**src/logic/pdc_pkg.sv**
```systemverilog
/*
 * pdc_pkg: register map, field positions, reset values and carrier structs
 * for the diagnostic counter and self-test/loopback register block.
 * Assumes a classic Wishbone slave with 32-bit data, registers one word each.
 */
package pdc_pkg;
    // register indices; byte address is four times the index
    localparam logic [7:0] PDC_IDX_FALSE_CARRIER = 8'h14;
    localparam logic [7:0] PDC_IDX_RX_ERROR = 8'h15;
    localparam logic [7:0] PDC_IDX_SELFTEST = 8'h16;
    localparam logic [7:0] PDC_IDX_IRQ_STATUS = 8'h20;
    localparam logic [7:0] PDC_IDX_IRQ_MASK = 8'h21;
    localparam logic [7:0] PDC_IDX_LINK_CTRL = 8'h22;

    localparam logic [7:0] PDC_FC_MAX = 8'hFF;
    localparam logic [7:0] PDC_FC_HALF = 8'h7F;
    localparam logic [15:0] PDC_RE_MAX = 16'h00FF;
    localparam logic [15:0] PDC_RE_HALF = 16'h007F;
    localparam logic [15:0] PDC_BIST_MAX = 16'hFFFF;

    // self-test register fields
    localparam int PDC_B_CNT_MODE = 14;
    localparam int PDC_B_TEST_HI = 13;
    localparam int PDC_B_TEST_LO = 12;
    localparam int PDC_B_LOCK = 11;
    localparam int PDC_B_SYNC_LOSS = 10;
    localparam int PDC_B_GEN_ACTIVE = 9;
    localparam int PDC_B_POWER = 8;
    localparam int PDC_B_TX_IN_LB = 6;
    localparam int PDC_B_LB_HI = 4;
    localparam logic [15:0] PDC_SELFTEST_RESET = 16'h0100;
    localparam logic [15:0] PDC_SELFTEST_WMASK = 16'h705F;

    // interrupt status/mask bit positions
    localparam int PDC_IRQ_RE_HF = 0;
    localparam int PDC_IRQ_FC_HF = 1;
    localparam int PDC_IRQ_BIST_WRAP = 2;
    localparam int PDC_IRQ_W = 3;

    // link control register: bit 0 mii loopback, bit 1 speed is 100 Mbps
    localparam int PDC_L_MII_LB = 0;
    localparam int PDC_L_SPEED100 = 1;

    typedef enum logic [1:0] {
        PDC_TEST_OFF,
        PDC_TEST_SINGLE,
        PDC_TEST_CHECK,
        PDC_TEST_CONT
    } pdc_test_e;

    typedef struct packed {
        logic cyc;
        logic stb;
        logic we;
        logic [3:0] sel;
        logic [9:0] adr;
        logic [31:0] dat;
    } pdc_wb_req_s;

    typedef struct packed {
        logic ack;
        logic [31:0] dat;
    } pdc_wb_rsp_s;

    // event inputs from the receive path and self-test engine
    typedef struct packed {
        logic false_carrier;
        logic carrier_valid;
        logic receive_data_valid;
        logic invalid_symbol;
        logic bist_error;
        logic checker_locked;
        logic checker_sync_lost;
        logic generator_active;
        logic active_sleep;
    } pdc_evt_s;

    // controls to the datapath
    typedef struct packed {
        logic gen_enable;
        logic gen_continuous;
        logic checker_enable;
        logic tx_in_mii_loopback;
        logic [4:0] loopback_sel;
    } pdc_ctl_s;
endpackage

```
**src/logic/pdc_bist_counter.sv**
```systemverilog
/*
 * pdc_bist_counter: self-test error counter, single or continuous mode.
 * Assumes err is a one-cycle pulse per detected checker error.
 */
`timescale 1ns/1ps
module pdc_bist_counter
    import pdc_pkg::*;
#(
    parameter logic [15:0] MAX = pdc_pkg::PDC_BIST_MAX
) (
    input wire logic mclk,
    input wire logic reset_n,
    input wire logic enable,
    input wire logic continuous,
    input wire logic err,
    output logic wrap_pulse
);
    typedef struct packed {
        logic [15:0] cnt;
        logic wrap;
    } pdc_bc_s;

    pdc_bc_s st, next_st;

    always_comb begin
        next_st = st;
        next_st.wrap = 1'b0;
        if (!enable) begin
            next_st.cnt = 16'h0000;
        end else if (err) begin
            if (st.cnt != MAX) begin
                next_st.cnt = st.cnt + 16'h0001;
            end else if (continuous) begin
                // continuous: pulse and restart from zero
                next_st.cnt = 16'h0000;
                next_st.wrap = 1'b1;
            end
        end
    end

    always_ff @(posedge mclk or negedge reset_n) begin
        if (!reset_n) begin
            st <= '0;
        end else begin
            st <= next_st;
        end
    end

    assign wrap_pulse = st.wrap;

    a_single_stops: assert property (@(posedge mclk) disable iff (!reset_n)
        (enable && !continuous && st.cnt == MAX) |=> st.cnt == MAX && !st.wrap)
        else $error("single mode counter left max");
endmodule

```
**src/logic/pdc_diag_regs.sv**
```systemverilog
/*
 * pdc_diag_regs: false carrier and receive error counters, self-test and
 * loopback control/status register, interrupt status and mask.
 * Assumes event inputs are synchronous to mclk, one-cycle pulses for events.
 */
// How it works
// - eight-bit false carrier counter counts each false carrier event.
// - false carrier counter sticks at FFh until cleared.
// - false carrier count passing 7Fh raises an interrupt event.
// - reading either counter clears it.
// - sixteen-bit receive error counter counts invalid symbols during valid carrier and data.
// - receive error counter holds while MII loopback is on.
// - receive error counter sticks at FFh, raises event above 7Fh.
// - counter mode bit 14 selects stop at max or pulse and restart.
// - bits 13:12 pick off, single packet, checker only, checker plus continuous.
// - bit 11 shows checker locked.
// - bit 10 shows checker sync lost.
// - bit 9 shows packet generator active.
// - bit 8 resets to 1, reads 0 in active sleep.
// - bit 6 forwards transmit data in MII loopback at 100 Mbps only.
// - bits 4:0 select PCS input, PCS output, digital, analog, reverse loopback.
// - false carrier event reaches interrupt only when its mask bit set.
// - receive error event reaches interrupt only when its mask bit set.
`timescale 1ns/1ps
module pdc_diag_regs
    import pdc_pkg::*;
(
    input wire logic mclk,
    input wire logic reset_n,
    input pdc_pkg::pdc_wb_req_s wb_req,
    output pdc_pkg::pdc_wb_rsp_s wb_rsp,
    input pdc_pkg::pdc_evt_s evt,
    output pdc_pkg::pdc_ctl_s ctl,
    output logic irq
);
    import pdc_pkg::*;

    typedef struct packed {
        logic ack;
        logic [31:0] rdat;
        logic [7:0] fc;
        logic [15:0] re;
        logic cnt_mode;
        logic [1:0] test_mode;
        logic tx_in_lb;
        logic [4:0] lb_sel;
        logic [PDC_IRQ_W-1:0] status;
        logic [PDC_IRQ_W-1:0] mask;
        logic [1:0] link;
    } pdc_st_s;

    pdc_st_s st, next_st;
    logic bist_wrap;

    ////////////////////////////////////////////////////////////////////////
    // helpers

    function automatic logic [7:0] word_index(input logic [9:0] adr);
        word_index = adr[9:2];
    endfunction

    function automatic logic [15:0] merge16(input logic [15:0] old,
                                            input logic [31:0] d,
                                            input logic [3:0] sel);
        merge16 = old;
        if (sel[0]) merge16[7:0] = d[7:0];
        if (sel[1]) merge16[15:8] = d[15:8];
    endfunction

    function automatic logic legal_loopback(input logic [4:0] v);
        legal_loopback = (v == 5'h00) || (v == 5'h01) || (v == 5'h02) ||
                         (v == 5'h04) || (v == 5'h08) || (v == 5'h10);
    endfunction

    ////////////////////////////////////////////////////////////////////////
    // self-test error counter

    pdc_bist_counter #(
        .MAX(PDC_BIST_MAX)
    ) u_bist (
        .mclk(mclk),
        .reset_n(reset_n),
        .enable(st.test_mode[1]),
        .continuous(st.cnt_mode),
        .err(evt.bist_error),
        .wrap_pulse(bist_wrap)
    );

    ////////////////////////////////////////////////////////////////////////
    // next state

    logic req;
    logic rd_fc;
    logic rd_re;
    logic [7:0] idx;
    logic [15:0] selftest_rd;
    logic [15:0] wv;
    logic fc_inc;
    logic re_inc;
    logic [PDC_IRQ_W-1:0] evt_set;

    always_comb begin
        req = wb_req.cyc && wb_req.stb && !st.ack;
        idx = word_index(wb_req.adr);
        rd_fc = req && !wb_req.we && idx == PDC_IDX_FALSE_CARRIER;
        rd_re = req && !wb_req.we && idx == PDC_IDX_RX_ERROR;
        fc_inc = evt.false_carrier && st.fc != PDC_FC_MAX;
        re_inc = evt.carrier_valid && evt.receive_data_valid && evt.invalid_symbol
                 && !st.link[PDC_L_MII_LB]
                 && st.re != PDC_RE_MAX;
        evt_set = '0;
        evt_set[PDC_IRQ_FC_HF] = fc_inc && st.fc == PDC_FC_HALF;
        evt_set[PDC_IRQ_RE_HF] = re_inc && st.re == PDC_RE_HALF;
        evt_set[PDC_IRQ_BIST_WRAP] = bist_wrap;

        selftest_rd = '0;
        selftest_rd[PDC_B_CNT_MODE] = st.cnt_mode;
        selftest_rd[PDC_B_TEST_HI:PDC_B_TEST_LO] = st.test_mode;
        selftest_rd[PDC_B_LOCK] = evt.checker_locked;
        selftest_rd[PDC_B_SYNC_LOSS] = evt.checker_sync_lost;
        selftest_rd[PDC_B_GEN_ACTIVE] = evt.generator_active;
        selftest_rd[PDC_B_POWER] = !evt.active_sleep;
        selftest_rd[PDC_B_TX_IN_LB] = st.tx_in_lb;
        selftest_rd[PDC_B_LB_HI:0] = st.lb_sel;

        next_st = st;
        next_st.ack = req;
        // read clears, but an event in the same cycle still counts from zero unless the counter sat at its max
        if (rd_fc) begin
            next_st.fc = {7'h00, fc_inc};
        end else if (fc_inc) begin
            next_st.fc = st.fc + 8'h01;
        end
        if (rd_re) begin
            next_st.re = {15'h0000, re_inc};
        end else if (re_inc) begin
            next_st.re = st.re + 16'h0001;
        end

        next_st.rdat = 32'h0000_0000;
        wv = 16'h0000;
        if (req && !wb_req.we) begin
            case (idx)
                PDC_IDX_FALSE_CARRIER: next_st.rdat = {24'h000000, st.fc};
                PDC_IDX_RX_ERROR: next_st.rdat = {16'h0000, st.re};
                PDC_IDX_SELFTEST: next_st.rdat = {16'h0000, selftest_rd};
                PDC_IDX_IRQ_STATUS: next_st.rdat = {29'h0, st.status};
                PDC_IDX_IRQ_MASK: next_st.rdat = {29'h0, st.mask};
                PDC_IDX_LINK_CTRL: next_st.rdat = {30'h0, st.link};
                default: next_st.rdat = 32'h0000_0000;
            endcase
        end

        next_st.status = st.status;
        if (req && wb_req.we) begin
            case (idx)
                PDC_IDX_SELFTEST: begin
                    wv = merge16(selftest_rd, wb_req.dat, wb_req.sel) & PDC_SELFTEST_WMASK;
                    next_st.cnt_mode = wv[PDC_B_CNT_MODE];
                    next_st.test_mode = wv[PDC_B_TEST_HI:PDC_B_TEST_LO];
                    // only accepted while mii loopback is on at 100 Mbps
                    next_st.tx_in_lb = wv[PDC_B_TX_IN_LB] && st.link[PDC_L_MII_LB]
                                       && st.link[PDC_L_SPEED100];
                    // unsupported codes are ignored; speed suitability is software's
                    if (legal_loopback(wv[PDC_B_LB_HI:0])) begin
                        next_st.lb_sel = wv[PDC_B_LB_HI:0];
                    end
                end
                PDC_IDX_IRQ_STATUS: begin
                    if (wb_req.sel[0]) begin
                        next_st.status = st.status & ~wb_req.dat[PDC_IRQ_W-1:0];
                    end
                end
                PDC_IDX_IRQ_MASK: begin
                    if (wb_req.sel[0]) begin
                        next_st.mask = wb_req.dat[PDC_IRQ_W-1:0];
                    end
                end
                PDC_IDX_LINK_CTRL: begin
                    if (wb_req.sel[0]) begin
                        next_st.link = wb_req.dat[1:0];
                    end
                end
                default: begin
                end
            endcase
        end
        // set wins over a write-one clear
        next_st.status = next_st.status | evt_set;
        // forwarding falls away when mii loopback or 100 Mbps drops
        if (!next_st.link[PDC_L_MII_LB] || !next_st.link[PDC_L_SPEED100]) begin
            next_st.tx_in_lb = 1'b0;
        end
    end

    ////////////////////////////////////////////////////////////////////////
    // state register

    always_ff @(posedge mclk or negedge reset_n) begin
        if (!reset_n) begin
            st <= '0;
        end else begin
            st <= next_st;
        end
    end

    ////////////////////////////////////////////////////////////////////////
    // outputs

    assign wb_rsp.ack = st.ack;
    assign wb_rsp.dat = st.rdat;
    assign irq = |(st.status & st.mask);

    always_comb begin
        ctl.checker_enable = st.test_mode[1];
        ctl.gen_enable = st.test_mode[0];
        ctl.gen_continuous = st.test_mode == PDC_TEST_CONT;
        ctl.tx_in_mii_loopback = st.tx_in_lb;
        ctl.loopback_sel = st.lb_sel;
    end

    ////////////////////////////////////////////////////////////////////////
    // checks

    a_fc_saturate: assert property (@(posedge mclk) disable iff (!reset_n)
        (st.fc == PDC_FC_MAX && !rd_fc) |=> st.fc == PDC_FC_MAX)
        else $error("false carrier counter left saturation");

    a_fc_counts: assert property (@(posedge mclk) disable iff (!reset_n)
        (evt.false_carrier && !rd_fc && st.fc != PDC_FC_MAX) |=> st.fc == $past(st.fc) + 8'h01)
        else $error("false carrier counter did not count");

    a_fc_half: assert property (@(posedge mclk) disable iff (!reset_n)
        (evt.false_carrier && st.fc == PDC_FC_HALF) |=> st.status[PDC_IRQ_FC_HF])
        else $error("false carrier half-full not flagged");

    a_read_clears: assert property (@(posedge mclk) disable iff (!reset_n)
        (rd_re && !re_inc) |=> st.re == 16'h0000)
        else $error("receive error counter not cleared on read");

    a_read_old: assert property (@(posedge mclk) disable iff (!reset_n)
        rd_fc |=> wb_rsp.ack && wb_rsp.dat == {24'h000000, $past(st.fc)})
        else $error("read did not return pre-clear count");

    a_re_loop_hold: assert property (@(posedge mclk) disable iff (!reset_n)
        (st.link[PDC_L_MII_LB] && !rd_re) |=> st.re == $past(st.re))
        else $error("receive error counter moved in loopback");

    a_re_saturate: assert property (@(posedge mclk) disable iff (!reset_n)
        st.re <= PDC_RE_MAX)
        else $error("receive error counter beyond max");

    a_irq_masked: assert property (@(posedge mclk) disable iff (!reset_n)
        (st.status[PDC_IRQ_FC_HF] && st.mask[PDC_IRQ_FC_HF]) |-> irq)
        else $error("unmasked false carrier event missing on irq");

    a_irq_gate: assert property (@(posedge mclk) disable iff (!reset_n)
        ((st.status & st.mask) == '0) |-> !irq)
        else $error("irq high with no unmasked status");

    a_tx_lb_gate: assert property (@(posedge mclk) disable iff (!reset_n)
        st.tx_in_lb |-> st.link[PDC_L_MII_LB] && st.link[PDC_L_SPEED100])
        else $error("forwarding set outside mii loopback");

    a_fc_clears: assert property (@(posedge mclk) disable iff (!reset_n)
        (rd_fc && !evt.false_carrier) |=> st.fc == 8'h00)
        else $error("false carrier counter not cleared on read");

    a_fc_idle_hold: assert property (@(posedge mclk) disable iff (!reset_n)
        (!evt.false_carrier && !rd_fc) |=> st.fc == $past(st.fc))
        else $error("false carrier counter moved without an event");

    a_re_read_old: assert property (@(posedge mclk) disable iff (!reset_n)
        rd_re |=> wb_rsp.ack && wb_rsp.dat == {16'h0000, $past(st.re)})
        else $error("receive error read did not return pre-clear count");

    a_re_counts: assert property (@(posedge mclk) disable iff (!reset_n)
        (evt.carrier_valid && evt.receive_data_valid && evt.invalid_symbol
         && !st.link[PDC_L_MII_LB] && !rd_re && st.re != PDC_RE_MAX)
        |=> st.re == $past(st.re) + 16'h0001)
        else $error("receive error counter did not count");

    a_re_idle_hold: assert property (@(posedge mclk) disable iff (!reset_n)
        (!(evt.carrier_valid && evt.receive_data_valid && evt.invalid_symbol) && !rd_re)
        |=> st.re == $past(st.re))
        else $error("receive error counter moved outside valid data");

    a_re_half: assert property (@(posedge mclk) disable iff (!reset_n)
        (evt.carrier_valid && evt.receive_data_valid && evt.invalid_symbol
         && !st.link[PDC_L_MII_LB] && st.re == PDC_RE_HALF) |=> st.status[PDC_IRQ_RE_HF])
        else $error("receive error half-full not flagged");

    a_re_max_stays: assert property (@(posedge mclk) disable iff (!reset_n)
        (st.re == PDC_RE_MAX && !rd_re) |=> st.re == PDC_RE_MAX)
        else $error("receive error counter left saturation");

    a_status_sticky: assert property (@(posedge mclk) disable iff (!reset_n)
        (st.status[PDC_IRQ_FC_HF] && !(req && wb_req.we && idx == PDC_IDX_IRQ_STATUS))
        |=> st.status[PDC_IRQ_FC_HF])
        else $error("false carrier event lost without a clear");

    a_bist_status: assert property (@(posedge mclk) disable iff (!reset_n)
        bist_wrap |=> st.status[PDC_IRQ_BIST_WRAP])
        else $error("self-test wrap pulse not flagged");

    a_test_mode_wr: assert property (@(posedge mclk) disable iff (!reset_n)
        (req && wb_req.we && idx == PDC_IDX_SELFTEST && wb_req.sel[1])
        |=> st.test_mode == $past(wb_req.dat[PDC_B_TEST_HI:PDC_B_TEST_LO]))
        else $error("test mode field not written");

    a_lock_bit: assert property (@(posedge mclk) disable iff (!reset_n)
        (req && !wb_req.we && idx == PDC_IDX_SELFTEST)
        |=> wb_rsp.dat[PDC_B_LOCK] == $past(evt.checker_locked))
        else $error("lock bit does not follow checker");

    a_sync_loss_bit: assert property (@(posedge mclk) disable iff (!reset_n)
        (req && !wb_req.we && idx == PDC_IDX_SELFTEST)
        |=> wb_rsp.dat[PDC_B_SYNC_LOSS] == $past(evt.checker_sync_lost))
        else $error("sync loss bit does not follow checker");

    a_gen_bit: assert property (@(posedge mclk) disable iff (!reset_n)
        (req && !wb_req.we && idx == PDC_IDX_SELFTEST)
        |=> wb_rsp.dat[PDC_B_GEN_ACTIVE] == $past(evt.generator_active))
        else $error("generator bit does not follow generator");

    a_power_bit: assert property (@(posedge mclk) disable iff (!reset_n)
        (req && !wb_req.we && idx == PDC_IDX_SELFTEST)
        |=> wb_rsp.dat[PDC_B_POWER] == !$past(evt.active_sleep))
        else $error("power bit does not follow sleep state");

    a_reserved_zero: assert property (@(posedge mclk) disable iff (!reset_n)
        (req && !wb_req.we && idx == PDC_IDX_SELFTEST)
        |=> wb_rsp.dat[31:15] == 17'h00000 && !wb_rsp.dat[7] && !wb_rsp.dat[5])
        else $error("reserved self-test bits not zero");

    a_lb_onehot: assert property (@(posedge mclk) disable iff (!reset_n)
        $onehot0(st.lb_sel))
        else $error("loopback select holds an unsupported code");

    a_lb_ignore: assert property (@(posedge mclk) disable iff (!reset_n)
        (req && wb_req.we && idx == PDC_IDX_SELFTEST && wb_req.sel[0]
         && !$onehot0(wb_req.dat[PDC_B_LB_HI:0])) |=> st.lb_sel == $past(st.lb_sel))
        else $error("unsupported loopback code was taken");

    a_tx_lb_write: assert property (@(posedge mclk) disable iff (!reset_n)
        (req && wb_req.we && idx == PDC_IDX_SELFTEST && wb_req.sel[0]
         && wb_req.dat[PDC_B_TX_IN_LB] && st.link[PDC_L_MII_LB] && st.link[PDC_L_SPEED100])
        |=> st.tx_in_lb)
        else $error("forwarding not taken in mii loopback at 100 Mbps");

    a_irq_re: assert property (@(posedge mclk) disable iff (!reset_n)
        (st.status[PDC_IRQ_RE_HF] && st.mask[PDC_IRQ_RE_HF]) |-> irq)
        else $error("unmasked receive error event missing on irq");

    a_ack_single: assert property (@(posedge mclk) disable iff (!reset_n)
        wb_rsp.ack |=> !wb_rsp.ack)
        else $error("acknowledge stood longer than one cycle");
endmodule

```
**config.mk**
```make
export PLATFORM = sky130hd
export DESIGN_NAME = pdc_diag_regs
export DESIGN_NICKNAME = d
export VERILOG_FILES = /design/src/logic/pdc_pkg.sv /design/src/logic/pdc_bist_counter.sv /design/src/logic/pdc_diag_regs.sv
export SDC_FILE = /design/constraint.sdc
export NUM_CORES = 1
export LEC_CHECK = 0
export BUFFER_PORTS_ARGS = -buffer_cell sky130_fd_sc_hd__buf_2
export CAP_MARGIN = 20
export CORE_ASPECT_RATIO = 1.25
export CORE_MARGIN = 2
export CORE_UTILIZATION = 54
export DETAILED_ROUTE_END_ITERATION = 12
export PLACE_DENSITY = 0.83
export SYNTH_ARGS = -nofsm -noshare
export SYNTH_HDL_FRONTEND = slang
export SYNTH_SLANG_ARGS = --single-unit
```
**constraint.sdc**
```tcl
create_clock -name mclk -period 2.35 [get_ports mclk]
set_input_delay 0.235 -clock mclk [delete_from_list [all_inputs] [get_ports mclk]]
set_output_delay 0.235 -clock mclk [all_outputs]
set_load 0.005 [all_outputs]
```
==> results.cfg, run 1 <==
[layout]
layout_commonest_cell = dfrtp_1
nets = 549
final_cell_area_sq_um = 4670
syn_to_final_growth_pct = 7.58
layout-drive-gt1-share_pct = 21.2
final_cell_mix = dfrtp_1 (75), buf_2 (58), nor2_1 (50), nand2_1 (26)
num_antenna_cells = 0

[timing]
finalMaxSlewViolations = 0
fmax_ghz = 0.491
rsz0062_at_grt = false
hold_slack_ps = 15.7
max_slew_margin_pct = 36.4
worstMarginPinSlew_ps = 954
min_period_ps = 2040
hold_viol_final = 0
finalCritPeriodShare_pct = 86.7
clock_skew_ps = 11.0
setup_viol = 0
finalSetupTns_ps = 0

[placed_design]
placed_cell_area_sq_um = 4460
dp.final_hpwl_um = 6850
io_buffers = 59
gp_congestion = 0.944

[power]
power.leakage_nw = 2.11
p_sw_uw = 820
p_int_mw = 2.15
seqPwrFrac_pct = 52.1
switching_share_pct = 27.6
powerDensity_nw_per_um2 = 636
comb_power_share_pct = 13.0
vdd_drop_max_v = 0.000446
clkPwrFrac_pct = 35.0

[die]
initial_core_util_pct = 55.7
die_x_um = 84.2
pin_count = 103
die_area_sq_um = 8780
rows = 36
core_sq_um = 7790
die_h_um = 104

[cts]
cts_resized = 0
cts_buffers = 9
clk_latency_ps = 350
cts_setup_buffers = 0
clk_path_buf_depth = 2
cts_num_sinks = 75
h-tree-depth = 3
cts_tree = done
cts_root_buffer = clkbuf_8
cts.clk_slew.worst_paths_ps = 70
ctsHoldBuffers = 0

[route]
wl_um = 9310
drc = 0
first_iter_violations = 225
via_per_inst = 5.88
vias = 3438
wire_per_inst_um = 15.9
first_pass_iters = 6
drt.antenna.violating_nets = 0

[worst_setup_path]
crit_slowest_cell = dfrtp_1
worstPathArrival_ps = 2270
cp_slowest_stage_delay_ps = 430
path_cells = ha_1 > and3_1 > nand3_4 > o21ai_1 > and2_2 > a221o_1
critPathRequiredTime_ps = 2580
path_class = register to register
cp_max_fo = 8
crit_path_end_kind = register
worst_setup_path_start_kind = register

[run]
drv_cap = 0

[grt]
grt-ovfl-total = 0
grt_pass1_vias = 3381
grt_pass1_wl_um = 15700
grt_usage_pct = 22.0
antenna_found_initial = 0
grt_max_degree = 76

[outcome]
outcome = finished, final reports clean

[logic_synthesis]
synth_edf_count = 0
seq_area_frac_synth_pct = 43.2
yosys_warnings = 0
ys_ff_latch = 75
syn_avg_cell_area_sq_um = 9.60
synthArstFlopShare_pct = 100
synth_cells = 452
netlist_area_sq_um = 4340
ys_types = 63
synthFlopType = dfrtp_1

[worst_hold_path]
hp-class = primary input to asynchronous set/reset pin
## area by class of cell
| class | count | area (sq um) |
|---|---|---|
| sequential | 75 | 1880 |
| inverter | 10 | 37.5 |
| tap | 95 | 119 |
| multi-input combinational | 326 | 2090 |
| timing repair buffer | 64 | 335 |
| clock buffer | 10 | 128 |
| fill | 645 | 3120 |
| clock inverter | 5 | 78.8 |
## registers in the layout, indices dropped and copies added, names as in the netlist
register	cells
selftest_rd	1
ctl	8
u_bist.st	16
st	32
u_bist.wrap_pulse	1
wb_rsp	17
## power groups by stage
stage | clock [mW] | sequential [mW] | combinational, mW
6_report | 1.04 | 1.55 | 0.385
3_3_place_gp | 0 | 1.56 | 0.368
4_1_cts | 1.06 | 1.54 | 0.387
5_1_grt | 1.11 | 1.56 | 0.439
3_5_place_dp | 0 | 1.57 | 0.385
2_1_floorplan | 0 | 1.51 | 0.305
## routing by layer
layer | global-route usage, % | vias up | wire length [um]
met5 | 0 | - | 0
met4 | 10.7 | 0 | 330
met3 | 3.97 | 32 | 516
met2 | 36.8 | 125 | 4730
met1 | 27.3 | 1643 | 3740
li1 | - | 1638 | -
## critical path: cells and delay by family (launching register included)
| kind | cells | cell delay (ps) |
|---|---|---|
| and+or+nand+nor | 3 | 640 |
| AOI/OAI and AO/OA | 2 | 560 |
| DFF | 1 | 430 |
| adders and majority gates | 1 | 280 |
## logic make-up (layout without fill, tap and decap cells)
kind of cell / after synthesis / after routing / synth area share, %
AOI/OAI and AO/OA: 78 / 78 / 12.1
buffers and inverters: 66 / 89 / 9.80
muxes: 21 / 21 / 5.13
and+or+nand+nor: 184 / 184 / 23.9
adders and majority gates: 3 / 3 / 0.865
other: 1 / 16 / 0.0864
xor gates and xnor gates: 24 / 24 / 4.84
DFF: 75 / 75 / 43.2
## cells in the mapped netlist, types with 3 or more instances
cell type | count | share of area [%]
a22oi_1 | 10 | 1.7
nand3_1 | 17 | 2.0
xor2_1 | 11 | 2.2
o21a_1 | 3 | 0.52
and3_1 | 7 | 1.0
a21o_1 | 3 | 0.52
a21oi_1 | 17 | 2.0
and4_1 | 5 | 1.0
o21ai_0 | 13 | 1.5
buf_4 | 42 | 7.3
nor4_2 | 5 | 1.4
nand4_1 | 14 | 2.0
dfrtp_1 | 75 | 43
nor4_1 | 4 | 0.58
nor3b_1 | 4 | 0.69
nand2_1 | 26 | 2.2
inv_1 | 9 | 0.78
o21ai_1 | 3 | 0.35
nor2_1 | 50 | 4.3
clkbuf_1 | 8 | 0.69
ha_1 | 3 | 0.86
and2_1 | 9 | 1.3
or3_1 | 4 | 0.58
a31oi_1 | 3 | 0.43
a22o_1 | 6 | 1.2
buf_2 | 4 | 0.46
mux2_2 | 10 | 2.6
mux2i_1 | 11 | 2.5
xnor2_1 | 13 | 2.6
nor3_1 | 17 | 2.0
o211ai_1 | 4 | 0.69
## metrics by stage
stage | utilization (%) | cells | power (mW) | worst slack [ps]
floorplan | - | 467 | 1.81 | 534
global placement | 57.3 | 570 | 1.93 | 354
detailed placement | 57.3 | 570 | 1.95 | 331
CTS | 59.9 | 585 | 2.99 | 319
global route | 59.9 | 585 | 3.11 | 152
finish | 59.9 | 585 | 2.97 | 313
## final timing paths
kind | startpoint | endpoint | slack, ps | cells past startpoint
setup / recovery | u_bist.st[1] | u_bist.st[11] | 310 | 6
hold / removal | reset_n | wb_rsp[32] | 20 | 1
setup reg to reg | u_bist.st[1] | u_bist.st[11] | 310 | 6
hold reg to reg | u_bist.wrap_pulse | st[7] | 450 | 1
max in group asynchronous | reset_n | st[40] | 1700 | 1
min in group mclk | wb_req[12] | ctl[8] | 120 | 2
Note: power is estimated with default switching activity, not from simulation.
==> inputs of run 2 (changes only) <==
--- a/config.mk
+++ b/config.mk
@@ -7,9 +7,11 @@
 export LEC_CHECK = 0
 export BUFFER_PORTS_ARGS = -buffer_cell sky130_fd_sc_hd__buf_2
 export CAP_MARGIN = 20
+export CELL_PAD_IN_SITES_DETAIL_PLACEMENT = 2
+export CELL_PAD_IN_SITES_GLOBAL_PLACEMENT = 2
 export CORE_ASPECT_RATIO = 1.25
 export CORE_MARGIN = 2
-export CORE_UTILIZATION = 54
+export CORE_UTILIZATION = 33
 export DETAILED_ROUTE_END_ITERATION = 12
 export PLACE_DENSITY = 0.83
 export SYNTH_ARGS = -nofsm -noshare
==> run 2 against run 1 <==
  * Clock power rose by 27%
  * Non-clock buffer count increased by 4
  * Combinational power rose by 8.8%
  * Highest routed layer is now met5
==> results.cfg, run 2 (synthesized netlist as in run 1, its figures left out) <==
[cts]
cts_tree = done
cts_root_buffer = clkbuf_16
cts_num_sinks = 75
h-tree-depth = 3
cts_buffers = 9
clk_path_buf_depth = 2
clk_latency_ps = 350
cts.clk_slew.worst_paths_ps = 60

[die]
initial_core_util_pct = 34.0
rows = 46
core_sq_um = 12800
die_x_um = 107
pin_count = 103
die_h_um = 132
die_area_sq_um = 14100

[route]
via_per_inst = 5.38
drt.antenna.violating_nets = 0
wl_um = 13300
wire_per_inst_um = 20.1
first_iter_violations = 145
drc = 0
vias = 3569
first_pass_iters = 4

[worst_setup_path]
worst_setup_path_start_kind = register
crit_path_end_kind = register
worstPathArrival_ps = 2320
cp_slowest_stage_delay_ps = 450
path_cells = and4b_1 > nand2_1 > nor3_1 > a21boi_2 > mux2_2
critPathRequiredTime_ps = 2580
crit_slowest_cell = nor3_1
cp_max_fo = 5
path_class = register to register

[layout]
largest_register = st
syn_to_final_growth_pct = 12.5
num_antenna_cells = 0
final_util_pct = 38.2
nets = 553
layout-drive-gt1-share_pct = 22.2
largest_reg_flops = 32
layout_commonest_cell = dfrtp_1
final_cell_mix = dfrtp_1 (75), buf_2 (58), nor2_1 (50), nand2_1 (26)

[timing]
min_period_ps = 2100
rsz0062_at_grt = false
hold_viol_final = 0
hold_slack_ps = 124
worstMarginPinSlew_ps = 652
max_slew_margin_pct = 56.2
clock_skew_ps = 8.56
fmax_ghz = 0.477
setup_viol = 0
finalMaxSlewViolations = 0
finalSetupTns_ps = 0
finalCritPeriodShare_pct = 89.3

[grt]
grt-ovfl-total = 0
grt_pass1_vias = 4006
grt_usage_pct = 19.7
grt_pass1_wl_um = 21800
antenna_found_initial = 1
grt_max_degree = 45

[run]
drv_cap = 0

[power]
powerDensity_nw_per_um2 = 676
power.leakage_nw = 2.17
finalPower_mw = 3.30
vdd_drop_max_v = 0.000340

[outcome]
outcome = finished, final reports clean

[worst_hold_path]
hp-class = primary input to register

[placed_design]
io_buffers = 59
dp.final_hpwl_um = 9510
gp_congestion = 0.829
-- run 2: cell count changes in the layout (fill, tap and decap cells not counted), sizes merged --
cell and delta:
clkinvlp +1, clkinv +1, bufinv -2, dlygate4sd3 +1, inv +1, buf +3
-- run 2: area by class of cell --
type / instances / area (sq um)
Fill cell: 1426 / 7900
Multi-Input combinational cell: 326 / 2100
Sequential cell: 75 / 1880
Timing Repair Buffer: 68 / 380
Clock buffer: 10 / 239
Tap cell: 168 / 210
Clock inverter: 6 / 40.0
Inverter: 10 / 37.5
-- run 2: per-layer routing --
metal | GRT usage (%) | vias to the layer above | part of all wire [%]
li1 | - | 1643 | -
met1 | 23.2 | 1829 | 40
met2 | 35.7 | 70 | 54
met3 | 3.91 | 25 | 3.6
met4 | 6.20 | 2 | 1.8
met5 | 0 | - | 0.098
-- run 2: final timing paths --
kind | slack (ps) | to | from | depth (start not counted)
max | 250 | ctl[2] | wb_rsp[32] | 5
min | 120 | ctl[6] | wb_req[13] | 2
max reg2reg | 250 | ctl[2] | wb_rsp[32] | 5
max in group asynchronous | 1350 | ctl[8] | reset_n | 3
min reg2reg | 440 | st[7] | u_bist.wrap_pulse | 1
min in group asynchronous | 400 | ctl[5] | reset_n | 2
-- run 2: power by group --
part           leakage [nW]  switching (mW)  internal, mW  total (mW)
Combinational          1.02           0.239         0.180       0.419
Clock                 0.139           0.578         0.744        1.32
Sequential             1.01           0.171          1.39        1.56
-- run 2: metrics by stage --
stage	std cells	worst slack (ps)	cell area, sq um
3_3_place_gp	646	299	4590
5_1_grt	663	86.9	4880
6_report	663	252	4880
4_1_cts	663	114	4880
3_5_place_dp	646	216	4590
2_1_floorplan	467	534	4400
-- run 2: worst max-delay path, delay by kind of cell (launching register included) --
| family | cells | cell delay [ps] |
|---|---|---|
| AND/OR/NAND/NOR | 3 | 960 |
| AO/OA/AOI/OAI | 1 | 280 |
| multiplexers | 1 | 350 |
| flip-flops | 1 | 380 |
-- run 2: repair_timing --
item / 4_1_cts / 5_1_grt
endpoints found under the setup margin: 0 / 2
gates resized for setup: 0 / 1
hold buffers: 1 / 0
hold endpoints to repair: 31 / 0
buffers inserted: 0 / 0
